===== src/rtl/rcs_defines.svh =====
// Constants of the reference clock selector: register offsets, fields, counts.
// Assumes inclusion by bare name from the design modules, the checker and the bench.
`ifndef RCS_DEFINES_SVH
`define RCS_DEFINES_SVH
// ****************************************************************
// Register offsets (byte addresses, one word each)
// ****************************************************************
`define RCS_OFF_CTRL 12'h000
`define RCS_OFF_STAT 12'h004
`define RCS_OFF_TMO 12'h008
`define RCS_OFF_FREQ 12'h00c
// ****************************************************************
// Control field positions
// ****************************************************************
`define RCS_CTL_ON 0
`define RCS_CTL_FREE 1
`define RCS_CTL_PREF 2
`define RCS_CTL_AUX 3
`define RCS_CTL_RST 4'h0
// ****************************************************************
// Timing constants
// ****************************************************************
`define RCS_PCLK_HZ 20000000
`define RCS_SYS_HZ 10240000
`define RCS_LINE_HZ 2000000
`define RCS_TMO_RST 24'h004e20
`define RCS_LOSS_CYC 8'h40
`define RCS_WIN_CYC 16'h2710
`define RCS_LOCK_TOL 16'h0004
`define RCS_SPEC_LO 16'h03b6
`define RCS_SPEC_HI 16'h041a
`define RCS_FLASH_BIT 21
`define RCS_FREQ_MID 16'h8000
`define RCS_FRAME_BITS 8'hff
`define RCS_MF_FRAMES 4'hf
`endif


===== src/rtl/rcs_pkg.sv =====
// Types shared by the reference clock selector modules.
// Assumes the defines header is on the include path.
package rcs_pkg;
  // Controller state, one-hot
  typedef enum logic [3:0] {
    RCS_ST_FREE = 4'h1,
    RCS_ST_TRACK = 4'h2,
    RCS_ST_LOCK = 4'h4,
    RCS_ST_HOLD = 4'h8
  } rcs_state_t;
endpackage


===== src/rtl/rcs_ref_mon.sv =====
// Reference monitor: synchronises one reference, counts its edges per window,
// and flags it out of specification when it stops or strays too far.
// Assumes the reference is asynchronous to pclk and well below pclk/2.
`timescale 1ns/10ps
`include "rcs_defines.svh"
module rcs_ref_mon (
  // Clock and reset
  input wire logic pclk,
  input wire logic presetn,
  // Reference pin
  input wire logic ref_in,
  // Window tick from the top, and results
  input wire logic win_tick,
  output logic [15:0] edge_cnt,
  output logic in_spec,
  output logic ref_edge
);
  logic [2:0] sync_ff; // Three-stage synchroniser
  logic [2:0] nxt_sync;
  logic lvl_ff; // Accepted level
  logic nxt_lvl;
  logic [15:0] cnt_ff; // Edges this window
  logic [15:0] nxt_cnt;
  logic [15:0] last_ff; // Edges last window
  logic [15:0] nxt_last;
  logic [7:0] idle_ff; // Cycles since last edge
  logic [7:0] nxt_idle;
  logic spec_ff;
  logic nxt_spec;
  logic edge_ff;
  logic nxt_edge;
  // ****************************************************************
  // Next-state logic
  // ****************************************************************
  // Stage one feeds only stage two; stages two and three must agree
  always_comb begin
    nxt_sync = {sync_ff[1:0], ref_in};
    nxt_lvl = lvl_ff;
    nxt_edge = 1'b0;
    if (sync_ff[1] == sync_ff[2]) begin
      nxt_lvl = sync_ff[2];
      nxt_edge = sync_ff[2] & ~lvl_ff;
    end
    nxt_cnt = cnt_ff;
    nxt_last = last_ff;
    nxt_idle = idle_ff;
    nxt_spec = spec_ff;
    if (nxt_edge) begin
      nxt_idle = 8'h00;
      nxt_cnt = cnt_ff + 16'h0001;
    end else if (idle_ff != `RCS_LOSS_CYC) begin
      nxt_idle = idle_ff + 8'h01;
    end
    // Lost edges make it unusable at once; window verdict otherwise
    if (idle_ff == `RCS_LOSS_CYC) begin
      nxt_spec = 1'b0;
    end else if (win_tick) begin
      nxt_spec = (cnt_ff >= `RCS_SPEC_LO) && (cnt_ff <= `RCS_SPEC_HI);
    end
    if (win_tick) begin
      nxt_last = cnt_ff;
      nxt_cnt = 16'h0000;
    end
  end
  // ****************************************************************
  // Registers
  // ****************************************************************
  always_ff @(posedge pclk or negedge presetn) begin
    if (!presetn) begin
      sync_ff <= 3'h0;
      lvl_ff <= 1'b0;
      cnt_ff <= 16'h0000;
      last_ff <= 16'h0000;
      idle_ff <= 8'h00;
      spec_ff <= 1'b0;
      edge_ff <= 1'b0;
    end else begin
      sync_ff <= nxt_sync;
      lvl_ff <= nxt_lvl;
      cnt_ff <= nxt_cnt;
      last_ff <= nxt_last;
      idle_ff <= nxt_idle;
      spec_ff <= nxt_spec;
      edge_ff <= nxt_edge;
    end
  end
  assign edge_cnt = last_ff;
  assign in_spec = spec_ff;
  assign ref_edge = edge_ff;
endmodule // rcs_ref_mon


===== src/rtl/rcs_frame_cnt.sv =====
// Frame counter: counts line clock edges of the active reference into bit,
// frame and multiframe positions.
// Assumes edges arrive as one-cycle pulses on pclk.
`timescale 1ns/10ps
`include "rcs_defines.svh"
module rcs_frame_cnt (
  // Clock and reset
  input wire logic pclk,
  input wire logic presetn,
  // Line clock edge
  input wire logic bit_edge,
  // Positions
  output logic [7:0] bit_pos,
  output logic [3:0] frame_pos,
  output logic mf_start
);
  logic [7:0] bit_ff;
  logic [7:0] nxt_bit;
  logic [3:0] frm_ff;
  logic [3:0] nxt_frm;
  logic mf_ff;
  logic nxt_mf;
  // ****************************************************************
  // Counting
  // ****************************************************************
  // Frame and multiframe wrap follow the recovered line clock
  always_comb begin
    nxt_bit = bit_ff;
    nxt_frm = frm_ff;
    nxt_mf = 1'b0;
    if (bit_edge) begin
      nxt_bit = bit_ff + 8'h01;
      if (bit_ff == `RCS_FRAME_BITS) begin
        nxt_frm = frm_ff + 4'h1;
        nxt_mf = (frm_ff == `RCS_MF_FRAMES);
      end
    end
  end
  always_ff @(posedge pclk or negedge presetn) begin
    if (!presetn) begin
      bit_ff <= 8'h00;
      frm_ff <= 4'h0;
      mf_ff <= 1'b0;
    end else begin
      bit_ff <= nxt_bit;
      frm_ff <= nxt_frm;
      mf_ff <= nxt_mf;
    end
  end
  assign bit_pos = bit_ff;
  assign frame_pos = frm_ff;
  assign mf_start = mf_ff;
endmodule // rcs_frame_cnt


===== src/rtl/rcs_top.sv =====
// Reference clock selector: chooses a primary or secondary reference, steers a
// numerically controlled system clock toward it, and reports state over APB.
// Assumes APB3 master on pclk, references asynchronous, one active selector.
// Contract
// - Lock to chosen reference, drive 10.24 MHz
// - Exactly one mode: tracking or free-run
// - Steer frequency, declare lock, keep trimming
// - On drift re-enter tracking, flash green
// - Unstable reference: track and flash, no error
// - Free-run by command or both lost (code: both lost gives holdover)
// - Flag reference out of specification
// - Auto-switch to other reference when good
// - Both bad: holdover, take first recovered
// - Track-primary: secondary fallback only if good
// - Primary preferred: revert when primary recovers
// - Track-secondary: primary fallback only if good
// - Secondary preferred: revert when secondary recovers
// - Time-out after auto switch blocks chatter
// - Line clock gives frame, multiframe counts
// - Enable references only when switched on
// - Use auxiliary pair or trunk pair, never mixed
`timescale 1ns/10ps
`include "rcs_defines.svh"
module rcs_top (
  // Clock and reset
  input wire logic pclk,
  input wire logic presetn,
  // APB slave
  input wire logic psel,
  input wire logic penable,
  input wire logic pwrite,
  input wire logic [11:0] paddr,
  input wire logic [31:0] pwdata,
  output logic [31:0] prdata,
  output logic pready,
  output logic pslverr,
  // Reference inputs
  input wire logic trunk_ref_pri,
  input wire logic trunk_ref_sec,
  input wire logic aux_ref_pri,
  input wire logic aux_ref_sec,
  // Source enables and outputs
  output logic backplane_ref_line_one_en,
  output logic ref_sec_en,
  output logic sys_clk,
  output logic led_green,
  output logic led_red,
  output logic mf_start
);
  // ****************************************************************
  // Declarations
  // ****************************************************************
  // Phase step for 10.24 MHz from 20 MHz; the trim word adds a signed offset
  localparam logic [31:0] NCO_STEP = 32'(64'(`RCS_SYS_HZ) * 64'h100000000 / 64'(`RCS_PCLK_HZ));
  logic [3:0] ctrl_ff; // on, free, prefer secondary, aux group
  logic [3:0] nxt_ctrl;
  logic [23:0] tmo_ff; // Anti-chatter reload
  logic [23:0] nxt_tmo;
  rcs_pkg::rcs_state_t st_ff; // Controller state
  rcs_pkg::rcs_state_t nxt_st;
  logic use_sec_ff; // Active reference is secondary
  logic nxt_use_sec;
  logic [23:0] hold_ff; // Chatter guard countdown
  logic [23:0] nxt_hold;
  logic [15:0] win_ff; // Measurement window
  logic [15:0] nxt_win;
  logic [15:0] freq_ff; // Frequency trim word
  logic [15:0] nxt_freq;
  logic [15:0] locked_freq_ff; // Last trim word while locked
  logic [15:0] nxt_locked_freq;
  logic [31:0] phase_ff; // NCO phase
  logic [31:0] nxt_phase;
  logic [22:0] flash_ff; // Flash timebase
  logic [22:0] nxt_flash;
  logic sys_clk_ff;
  logic nxt_sys_clk;
  logic green_ff;
  logic nxt_green;
  logic red_ff;
  logic nxt_red;
  logic pri_en_ff;
  logic nxt_pri_en;
  logic sec_en_ff;
  logic nxt_sec_en;
  logic [31:0] rdata_ff;
  logic [31:0] nxt_rdata;
  logic ready_ff;
  logic nxt_ready;
  logic err_ff;
  logic nxt_err;
  logic win_tick; // End of measurement window
  logic pri_in; // Group-selected pins
  logic sec_in;
  logic [15:0] pri_cnt;
  logic [15:0] sec_cnt;
  logic pri_ok;
  logic sec_ok;
  logic pri_edge;
  logic sec_edge;
  logic [15:0] ref_cnt;
  logic [15:0] exp_cnt;
  logic [15:0] diff;
  logic mf_pulse;
  logic [7:0] bit_pos_unused;
  logic [3:0] frame_pos_unused;
  logic apb_setup;
  // Register match, used by both the write and read decoders
  function automatic logic reg_hit(input logic [11:0] a, input logic [11:0] off);
    reg_hit = (a == off);
  endfunction
  // ****************************************************************
  // Reference group select
  // ****************************************************************
  // One group at a time, chosen by software as a whole
  assign pri_in = ctrl_ff[`RCS_CTL_AUX] ? aux_ref_pri : trunk_ref_pri;
  assign sec_in = ctrl_ff[`RCS_CTL_AUX] ? aux_ref_sec : trunk_ref_sec;
  assign win_tick = (win_ff == `RCS_WIN_CYC);
  // ****************************************************************
  // Monitors and frame counter
  // ****************************************************************
  // One monitor per reference; index 0 is the primary
  genvar gi;
  generate
    for (gi = 0; gi < 2; gi++) begin : g_mon
      logic [15:0] cnt_w;
      logic ok_w;
      logic edge_w;
      rcs_ref_mon u_mon (
        .pclk(pclk),
        .presetn(presetn),
        .ref_in(gi == 0 ? pri_in : sec_in),
        .win_tick(win_tick),
        .edge_cnt(cnt_w),
        .in_spec(ok_w),
        .ref_edge(edge_w)
      );
    end
  endgenerate
  assign pri_cnt = g_mon[0].cnt_w;
  assign sec_cnt = g_mon[1].cnt_w;
  assign pri_ok = g_mon[0].ok_w;
  assign sec_ok = g_mon[1].ok_w;
  assign pri_edge = g_mon[0].edge_w;
  assign sec_edge = g_mon[1].edge_w;
  // Frame count follows whichever reference is active
  rcs_frame_cnt u_frame (
    .pclk(pclk),
    .presetn(presetn),
    .bit_edge(use_sec_ff ? sec_edge : pri_edge),
    .bit_pos(bit_pos_unused),
    .frame_pos(frame_pos_unused),
    .mf_start(mf_pulse)
  );
  // ****************************************************************
  // Frequency comparison
  // ****************************************************************
  // Expected edges per window at the nominal line rate
  assign exp_cnt = 16'(`RCS_LINE_HZ / (`RCS_PCLK_HZ / 32'(`RCS_WIN_CYC)));
  assign ref_cnt = use_sec_ff ? sec_cnt : pri_cnt;
  assign diff = (ref_cnt > exp_cnt) ? ref_cnt - exp_cnt : exp_cnt - ref_cnt;
  // ****************************************************************
  // Controller next state
  // ****************************************************************
  // Selection, lock and holdover; the guard counter stops chatter
  always_comb begin
    logic act_ok;
    logic oth_ok;
    logic pref_sec;
    act_ok = use_sec_ff ? sec_ok : pri_ok;
    oth_ok = use_sec_ff ? pri_ok : sec_ok;
    pref_sec = ctrl_ff[`RCS_CTL_PREF];
    nxt_st = st_ff;
    nxt_use_sec = use_sec_ff;
    nxt_hold = (hold_ff != 24'h000000) ? hold_ff - 24'h000001 : hold_ff;
    nxt_win = win_tick ? 16'h0000 : win_ff + 16'h0001;
    nxt_freq = freq_ff;
    nxt_locked_freq = locked_freq_ff;
    unique case (st_ff)
      rcs_pkg::RCS_ST_FREE: begin
        // Ignores references; leaves only by command with a good source
        nxt_freq = `RCS_FREQ_MID;
        if (ctrl_ff[`RCS_CTL_ON] && !ctrl_ff[`RCS_CTL_FREE] && (pri_ok || sec_ok)) begin
          nxt_st = rcs_pkg::RCS_ST_TRACK;
          nxt_use_sec = pref_sec ? sec_ok : !pri_ok;
        end
      end
      rcs_pkg::RCS_ST_TRACK, rcs_pkg::RCS_ST_LOCK: begin
        if (win_tick) begin
          // Coarse steps while tracking, single steps once locked
          if (ref_cnt > exp_cnt) begin
            nxt_freq = freq_ff + ((st_ff == rcs_pkg::RCS_ST_LOCK) ? 16'h0001 : 16'h0010);
          end else if (ref_cnt < exp_cnt) begin
            nxt_freq = freq_ff - ((st_ff == rcs_pkg::RCS_ST_LOCK) ? 16'h0001 : 16'h0010);
          end
          // Drift drops back to tracking; jitter keeps it there, not an error
          nxt_st = (diff <= `RCS_LOCK_TOL) ? rcs_pkg::RCS_ST_LOCK : rcs_pkg::RCS_ST_TRACK;
        end
        if (st_ff == rcs_pkg::RCS_ST_LOCK) begin
          nxt_locked_freq = freq_ff;
        end
        if (!act_ok && oth_ok && hold_ff == 24'h000000) begin
          // Fall over only to a good reference, then guard
          nxt_use_sec = !use_sec_ff;
          nxt_st = rcs_pkg::RCS_ST_TRACK;
          nxt_hold = tmo_ff;
        end else if (!act_ok && !oth_ok) begin
          nxt_st = rcs_pkg::RCS_ST_HOLD;
        end else if (act_ok && (use_sec_ff != pref_sec) && (pref_sec ? sec_ok : pri_ok)
                     && hold_ff == 24'h000000) begin
          // Preferred reference back: revert to it
          nxt_use_sec = pref_sec;
          nxt_st = rcs_pkg::RCS_ST_TRACK;
          nxt_hold = tmo_ff;
        end
      end
      rcs_pkg::RCS_ST_HOLD: begin
        // Frozen word; first reference to recover wins
        nxt_freq = locked_freq_ff;
        if (pri_ok || sec_ok) begin
          nxt_use_sec = !pri_ok;
          nxt_st = rcs_pkg::RCS_ST_TRACK;
        end
      end
      default: begin
        nxt_st = rcs_pkg::RCS_ST_FREE;
      end
    endcase
    // Command or loss of controller power forces free-run
    if (!ctrl_ff[`RCS_CTL_ON] || ctrl_ff[`RCS_CTL_FREE]) begin
      nxt_st = rcs_pkg::RCS_ST_FREE;
    end
  end
  // ****************************************************************
  // System clock and indicators
  // ****************************************************************
  // NCO at 10.24 MHz nominal; trim word offsets the step
  always_comb begin
    nxt_phase = phase_ff + NCO_STEP + 32'({{16{freq_ff[15] ^ 1'b1}}, freq_ff ^ 16'h8000});
    nxt_sys_clk = phase_ff[31];
    nxt_flash = flash_ff + 23'h000001;
    nxt_red = 1'b0;
    nxt_green = 1'b0;
    if (ctrl_ff[`RCS_CTL_ON]) begin
      // Green flashes while tracking, red marks holdover
      unique case (st_ff)
        rcs_pkg::RCS_ST_TRACK: nxt_green = flash_ff[`RCS_FLASH_BIT];
        rcs_pkg::RCS_ST_HOLD: nxt_red = 1'b1;
        default: nxt_green = 1'b1;
      endcase
    end
    // Sources driven only while this controller is switched on
    nxt_pri_en = ctrl_ff[`RCS_CTL_ON] && !use_sec_ff;
    nxt_sec_en = ctrl_ff[`RCS_CTL_ON] && use_sec_ff;
  end
  // ****************************************************************
  // APB slave
  // ****************************************************************
  // Zero wait states; unmapped addresses answer pslverr
  assign apb_setup = psel && !penable;
  // Reads sample state at the setup edge; writes land at the access edge
  always_comb begin
    nxt_ctrl = ctrl_ff;
    nxt_tmo = tmo_ff;
    nxt_rdata = rdata_ff;
    nxt_ready = apb_setup;
    nxt_err = 1'b0;
    if (apb_setup) begin
      nxt_err = !(reg_hit(paddr, `RCS_OFF_CTRL) || reg_hit(paddr, `RCS_OFF_STAT)
                  || reg_hit(paddr, `RCS_OFF_TMO) || reg_hit(paddr, `RCS_OFF_FREQ));
      nxt_rdata = 32'h00000000;
      if (!pwrite) begin
        if (reg_hit(paddr, `RCS_OFF_CTRL)) nxt_rdata = {28'h0000000, ctrl_ff};
        if (reg_hit(paddr, `RCS_OFF_STAT)) nxt_rdata = {24'h000000, pri_ok, sec_ok,
                                                         use_sec_ff, hold_ff != 24'h000000, st_ff};
        if (reg_hit(paddr, `RCS_OFF_TMO)) nxt_rdata = {8'h00, tmo_ff};
        if (reg_hit(paddr, `RCS_OFF_FREQ)) nxt_rdata = {16'h0000, freq_ff};
      end
    end
    if (psel && penable && ready_ff && pwrite) begin
      if (reg_hit(paddr, `RCS_OFF_CTRL)) nxt_ctrl = pwdata[3:0];
      if (reg_hit(paddr, `RCS_OFF_TMO)) nxt_tmo = pwdata[23:0];
    end
  end
  // ****************************************************************
  // Registers
  // ****************************************************************
  // All state resets to free-run with the controller off
  always_ff @(posedge pclk or negedge presetn) begin
    if (!presetn) begin
      ctrl_ff <= `RCS_CTL_RST;
      tmo_ff <= `RCS_TMO_RST;
      st_ff <= rcs_pkg::RCS_ST_FREE;
      use_sec_ff <= 1'b0;
      hold_ff <= 24'h000000;
      win_ff <= 16'h0000;
      freq_ff <= `RCS_FREQ_MID;
      locked_freq_ff <= `RCS_FREQ_MID;
      phase_ff <= 32'h00000000;
      flash_ff <= 23'h000000;
      sys_clk_ff <= 1'b0;
      green_ff <= 1'b0;
      red_ff <= 1'b0;
      pri_en_ff <= 1'b0;
      sec_en_ff <= 1'b0;
      rdata_ff <= 32'h00000000;
      ready_ff <= 1'b0;
      err_ff <= 1'b0;
    end else begin
      ctrl_ff <= nxt_ctrl;
      tmo_ff <= nxt_tmo;
      st_ff <= nxt_st;
      use_sec_ff <= nxt_use_sec;
      hold_ff <= nxt_hold;
      win_ff <= nxt_win;
      freq_ff <= nxt_freq;
      locked_freq_ff <= nxt_locked_freq;
      phase_ff <= nxt_phase;
      flash_ff <= nxt_flash;
      sys_clk_ff <= nxt_sys_clk;
      green_ff <= nxt_green;
      red_ff <= nxt_red;
      pri_en_ff <= nxt_pri_en;
      sec_en_ff <= nxt_sec_en;
      rdata_ff <= nxt_rdata;
      ready_ff <= nxt_ready;
      err_ff <= nxt_err;
    end
  end
  // Every output is a flip-flop; these assigns only rename
  assign prdata = rdata_ff;
  assign pready = ready_ff;
  assign pslverr = err_ff;
  assign backplane_ref_line_one_en = pri_en_ff;
  assign ref_sec_en = sec_en_ff;
  assign sys_clk = sys_clk_ff;
  assign led_green = green_ff;
  assign led_red = red_ff;
  assign mf_start = mf_pulse;
endmodule // rcs_top


===== config.mk =====
export PLATFORM = sky130hd
export DESIGN_NAME = rcs_top
export DESIGN_NICKNAME = d
export VERILOG_FILES = /design/src/rtl/rcs_pkg.sv /design/src/rtl/rcs_ref_mon.sv /design/src/rtl/rcs_frame_cnt.sv /design/src/rtl/rcs_top.sv
export VERILOG_INCLUDE_DIRS = /design/src /design/src/rtl
export SDC_FILE = /design/constraint.sdc
export NUM_CORES = 1
export LEC_CHECK = 0
export BUFFER_PORTS_ARGS = -buffer_cell sky130_fd_sc_hd__buf_2
export CORE_ASPECT_RATIO = 0.9
export CORE_MARGIN = 2
export CORE_UTILIZATION = 43
export CTS_BUF_LIST = sky130_fd_sc_hd__clkbuf_4
export CTS_CLUSTER_SIZE = 25
export DETAILED_ROUTE_END_ITERATION = 10
export HOLD_SLACK_MARGIN = 0.02
export PLACE_DENSITY = 0.69
export SYNTH_ARGS = -nofsm -noshare
export SYNTH_HDL_FRONTEND = slang
export SYNTH_SLANG_ARGS = --single-unit

===== constraint.sdc =====
create_clock -name pclk -period 4.95 [get_ports pclk]
set_input_delay 0.495 -clock pclk [delete_from_list [all_inputs] [get_ports pclk]]
set_output_delay 0.495 -clock pclk [all_outputs]
set_load 0.01 [all_outputs]

* Yosys cells after proc, flatten, opt, wreduce, memory -nomap -nowiden *
Index checks and enable logic that the tools add are counted.

storage, ports and cells
  register bits = 304
  logic and storage cells = 196

operators by class
  add/sub/neg operators = 15
  magnitude comparators = 7
  equal/unequal tests = 26
  multiplexer cells = 61
  bitwise logic cells = 5
  reductions and logical operators = 47

operators with widths
  operator                                                          number
  2-to-1 mux 16 bit                                                 10
  2-to-1 mux 32 bit                                                 4
  2-to-1 mux 24 bit                                                 5
  adder 16 x 1 -> 16 bit (second input constant)                    3
  one-hot mux 16 bit (3 select lines)                               1
  adder 32 bit                                                      1
  adder 32 bit (second input constant)                              1
  >= comparator 16 x 10 -> 1 bit (second input constant)            2
  <= comparator 16 x 11 -> 1 bit (second input constant)            2
  2-to-1 mux 4 bit                                                  8
  2-to-1 mux 8 bit                                                  4
  adder 8 x 1 -> 8 bit (second input constant)                      3
  == test 12 x 4 -> 1 bit (second input constant)                   2
  logical NOT 24 bit                                                1
  2-to-1 mux 1 bit                                                  24
  nonzero test 24 bit                                               1
  subtractor 24 x 1 -> 24 bit (second input constant)               1
  adder 23 x 1 -> 23 bit (second input constant)                    1
  adder 16 bit                                                      1
  == test 16 x 14 -> 1 bit (second input constant)                  1
  == test 8 x 7 -> 1 bit (second input constant)                    2
  greater-than comparator 16 x 10 -> 1 bit (second input constant)  1
  <= comparator 16 x 3 -> 1 bit (second input constant)             1
  logical AND 1 bit                                                 16
  other kinds (33)                                                  65

* Logic depth before layout (Yosys ltp) *
  word-level depth = 11
  depth in mapped cells = 15
  gate-level depth less buffers = 14

* Cells and area by module *
Synthesis repeated with hierarchy kept, for this count alone.

unflattened totals
  cells, all modules = 1559
  area, all modules = 16055.4 µm²

modules (own cells, without submodules)
  module         times used  cells an instance  area an instance (µm²)  seq. area each (µm²)
  rcs_top        1           1150               11349.6                 4764.6
  rcs_ref_mon    2           183                2058.2                  1151.1
  rcs_frame_cnt  1           43                 589.3                   325.3

* Least setup slack after synthesis *
No wires, ideal clock.

  path type = register to register
  start = register use_sec_ff
  end = register freq_ff[14]
  setup time = 130 ps
  arrival = 3864 ps
  required time = 4820 ps
  path slack = 956 ps
  stages on the path, launching flop included = 16
  path buffers = 2
  clock period less this slack = 3994 ps
  cells stage by stage = dfrtp_1 -> buf_2 -> buf_2 -> mux2i_1 -> o2111ai_1 -> a311oi_4 -> nand2b_1 -> ha_1 -> a21o_1 -> a21o_1 -> a211oi_1 -> o21ai_0 -> a22o_1 -> o211ai_1 -> xor2_1 -> o21ai_0

on the way
  longest elaborated chain between the ends = 5

ends and longest elaborated chain
  what                                      RTL line        source
  from (decl)                               rcs_top.sv:61   logic use_sec_ff;
  from (signal assigned)                    rcs_top.sv:312  use_sec_ff <= nxt_use_sec;
  2-to-1 mux 16 bit (*)                     rcs_top.sv:159  assign ref_cnt = use_sec_ff ? sec_cnt : pri_cnt;
  greater-than comparator 16 x 10 -> 1 bit  rcs_top.sv:190  if (ref_cnt > exp_cnt) begin
  2-to-1 mux 16 bit                         rcs_top.sv:190
  2-to-1 mux 16 bit                         rcs_top.sv:188  if (win_tick) begin
  one-hot mux 16 bit (3 select lines)       rcs_top.sv:178  unique case (st_ff)
  to (signal assigned)                      rcs_top.sv:296  freq_ff <= `RCS_FREQ_MID;
  to (signal assigned)                      rcs_top.sv:315  freq_ff <= nxt_freq;
  to (decl)                                 rcs_top.sv:67   logic [15:0] freq_ff;

Mark *: on every way between the ends. The rest lies on a longest branch, timed or not. The select of a mux whose other input is x is not followed.
A chain may end at the register's enable or synchronous reset.

* Worst setup path in the final report *
Ends and elaborated chain as after synthesis.

==> results by group <==
Worst setup path
  • Critical Path AT: 5.19 ns
  • Required @ worst endpoint: between 5 and 6 ns
  • RR Startpoint: use_sec_ff$_DFFE_PN0P_
  • CP Class: reg -> reg
  • Worst Path Buf+Inv: 0
  • CP endpoint kind: flop
  • Critical Path Source: use_sec_ff$_DFFE_PN0P_
  • CP Launch Type: flop
  • Slowest stage delay, CP: 0.93 ns
  • CP top delay family: compound AO/OA/AOI/OAI gates
  • CP max-delay cell: dfrtp_1
  • CP max FO: 24
  • CP Cell Sequence: mux2i_1 -> a221oi_4 -> a311oi_4 -> nand2b_1 -> fa_1 -> a21o_1 -> a21o_1 -> a211oi_1 -> o21ai_0 -> a22o_1 -> o211ai_1 -> xor2_1 -> o21ai_0

Yosys
  • Top-area cell type share of the netlist area: about 45%
  • Top post-synthesis cells by area: dfrtp_1 45%, ha_1 7.3%, mux2_2 6.0%, xnor2_1 4.4%, nor2_1 3.3%
  • Mapped Area: approximately 16000 um2
  • Syn. warnings: 0
  • Yosys top cell by area: dfrtp_1
  • Syn avg cell area: about 10 um2
  • Mapped Cells: 1591
  • Async SR Flop Fraction: between 90% and 100%
  • Netlist cell types: 74
  • Flip-flop and latch count after synthesis: a little under 300
  • Register area share after synthesis: 46.1%
  • Dominant synthesized flop cell: dfrtp_1
  • Post-synth EDFFs: 0

Timing
  • Hold_ws: 0.146 ns
  • RSZ-0062 raised after global routing: no
  • Minimum clock period after layout: about 4.6 ns
  • Worst clock skew: approximately 0.065 ns
  • Slew Viols, Final: 0
  • Fmax: between 200 and 250 MHz
  • Slew margin rel.: roughly 34%
  • Final period util: between 90 and 100%
  • Final Hold Vio Count: 0
  • Final setup violation count: 0
  • Total negative setup slack: 0 ns
  • Worst Tran Pin Value: around 1.0 ns

Status
  • Status: finished clean

Placed design
  • PortBufs: 76
  • Detailed placement HPWL: ~24000 um
  • Placer Congestion: about 0.85

Route
  • WL final: around 36000 um
  • Final ANT Viol Nets: 0
  • Drt first pass iters: 5
  • Via density: approximately 5.3
  • Avg WL per Cell: 15.6 um
  • Initial DRC Count: 790
  • Post-route DRC: 0
  • Vias: between 10000 and 15000

GRT
  • Grt ovf: 0
  • Met3 Track Usage GR: 3.78%
  • GRT Overall Usage: around a fifth
  • Antenna violations before repair: 1
  • Largest net degree at the start of global routing: between 100 and 150
  • Grt peak-use layer: met2
  • GRT met1 Usage: roughly a quarter
  • Vias in the first global route: between 10000 and 15000
  • GR Util met2: a little under 30%
  • First-pass GRT wire length: about 60000 um

Pwr
  • Total power: about 0.0051 W
  • Power Dens Cells: ~280 nW/um2
  • Peak supply drop: between 0.00015 and 0.0002 V
  • Leakage power: 8.80 nW

CTS
  • Root Driver: clkbuf_4
  • CTS tree: yes
  • Setup Fix Bufs, Post-CTS: 0
  • CTS buffer count: 79
  • Cts repair resizes: 0
  • Htree depth: 3
  • Worst-path clk slew: about 0.070 ns
  • Clock tree sinks: 295
  • Clock latency at the later pin of the worst-skew pair: 0.75 ns
  • Clock Path Buffers: 3
  • Hold Buf Count CTS: 29

Final layout
  • Fill cells: 3356
  • Area Growth Syn to Fin: 13.5%
  • Fin util: 49.3%
  • Final #Nets: 1887
  • Layout cells sized above 1: roughly 18%

Die
  • Die Ht: around 190 um
  • Starting density of the core: a little over two fifths
  • Core area: ~37000 um2
  • Width of the die: slightly above 200 um
  • Boundary Pins: 93
  • Die Area: 38900 um2
  • # rows: 67

Worst hold path
  • Beginning of the worst hold path: paddr[10]
  • Hold WC Path Type: in -> reg

Run
  • Max_cap viols: 0
## state kept, by name, summed over array words and instances, names as in the netlist, 2 cells and up
name	cells
freq_ff	16
u_frame.frame_pos	4
phase_ff	32
ctrl_ff	4
g_mon.u_mon.idle_ff	16
locked_freq_ff	16
g_mon.u_mon.sync_ff	6
g_mon.u_mon.edge_cnt	32
st_ff	4
hold_ff	24
prdata	24
g_mon.u_mon.ref_edge	2
flash_ff	22
tmo_ff	24
g_mon.u_mon.cnt_ff	32
g_mon.u_mon.lvl_ff	2
u_frame.bit_pos	8
g_mon.u_mon.in_spec	2
win_ff	16
## cell families (layout without fill, tap and decap cells)
group | Yosys count | in the layout | share of synthesized area [%]
other | 1 | 9 | 0.0234
AOI/OAI and AO/OA | 283 | 283 | 11.6
and+or+nand+nor | 522 | 522 | 16.0
adders and majority gates | 98 | 98 | 7.71
xor gates and xnor gates | 140 | 140 | 7.64
buffers and inverters | 150 | 349 | 3.86
muxes | 102 | 102 | 7.05
DFF | 295 | 295 | 46.1
## worst min-delay path: stages
cell     delay [ns]
buf_2          0.08
nor2_1         0.03
nand3_1        0.08
inv_1          0.08
nor2_1         0.09
## worst paths after layout
check / end / slack, ns / cells past startpoint
max: freq_ff[14]$_DFFE_PN0P_ / 0.35 / 13
min: pslverr$_DFF_PN0_ / 0.15 / 5
max reg2reg: freq_ff[14]$_DFFE_PN0P_ / 0.35 / 13
min reg2reg: g_mon[1].u_mon.sync_ff[1]$_DFF_PN0_ / 0.33 / 0
max in group asynchronous: freq_ff[15]$_DFFE_PN1P_ / 3.41 / 3
min in group asynchronous: flash_ff[10]$_DFF_PN0_ / 0.49 / 2
## routing by layer
metal	part of all wire [%]	up-vias
met3	4.5	66
met4	2.2	0
met2	45	281
li1	-	5949
met1	48	5883
met5	0	-
## Yosys cell counts (13+ instances only)
master,instances
dfrtp_1,287
nor2_1,142
nand2_1,132
ha_1,94
inv_1,89
mux2_2,85
xnor2_1,81
a21oi_1,73
o21ai_0,70
xor2_1,59
nand3_1,56
clkbuf_1,40
nor3_1,32
nand4_1,24
and3_1,22
or3_1,18
mux2i_1,16
a21o_1,15
o22ai_1,15
and2_1,14
nor2b_1,13
nor4_1,13
## cell type report
type,count,area [um2],share of cell area (%)
antenna,1,2.50,0.0137
inverter,89,334,1.83
sequential,295,7390,40.6
multi-input combinational,1153,8070,44.3
clock buffer,118,886,4.86
timing repair buffer,120,818,4.49
tap,483,604,3.32
clock inverter,22,103,0.563
## per-stage QoR
step	setup WS, ns	cells	instance area [um2]
2_1_floorplan	0.956	1598	16100
3_3_place_gp	0.574	2111	16900
3_5_place_dp	0.382	2111	16900
4_1_cts	0.342	2280	18200
5_1_grt	0.114	2281	18200
6_report	0.347	2281	18200
## cells in the final DEF, fill, tap and decap left out, types with 14 or more instances in the layout
cell type      Yosys  routed
dfrtp_1          287     287
nor2_1           142     142
nand2_1          132     132
clkbuf_4           0     118
ha_1              94      94
inv_1             89      89
mux2_2            85      85
xnor2_1           81      81
buf_2              6      75
a21oi_1           73      73
o21ai_0           70      70
xor2_1            59      59
nand3_1           56      56
nor3_1            32      31
dlygate4sd3_1      0      29
nand4_1           24      24
and3_1            22      22
or3_1             18      18
mux2i_1           16      16
a21o_1            15      15
o22ai_1           15      15
and2_1            14      14
## where the power goes
| group | total (W) | switching, W | internal [W] |
|---|---|---|---|
| sequential | 0.00263 | 0.000126 | 0.00251 |
| combinational | 0.000327 | 0.000175 | 0.000152 |
| clock | 0.00213 | 0.00104 | 0.00110 |
(Power assumes the default switching activity.)
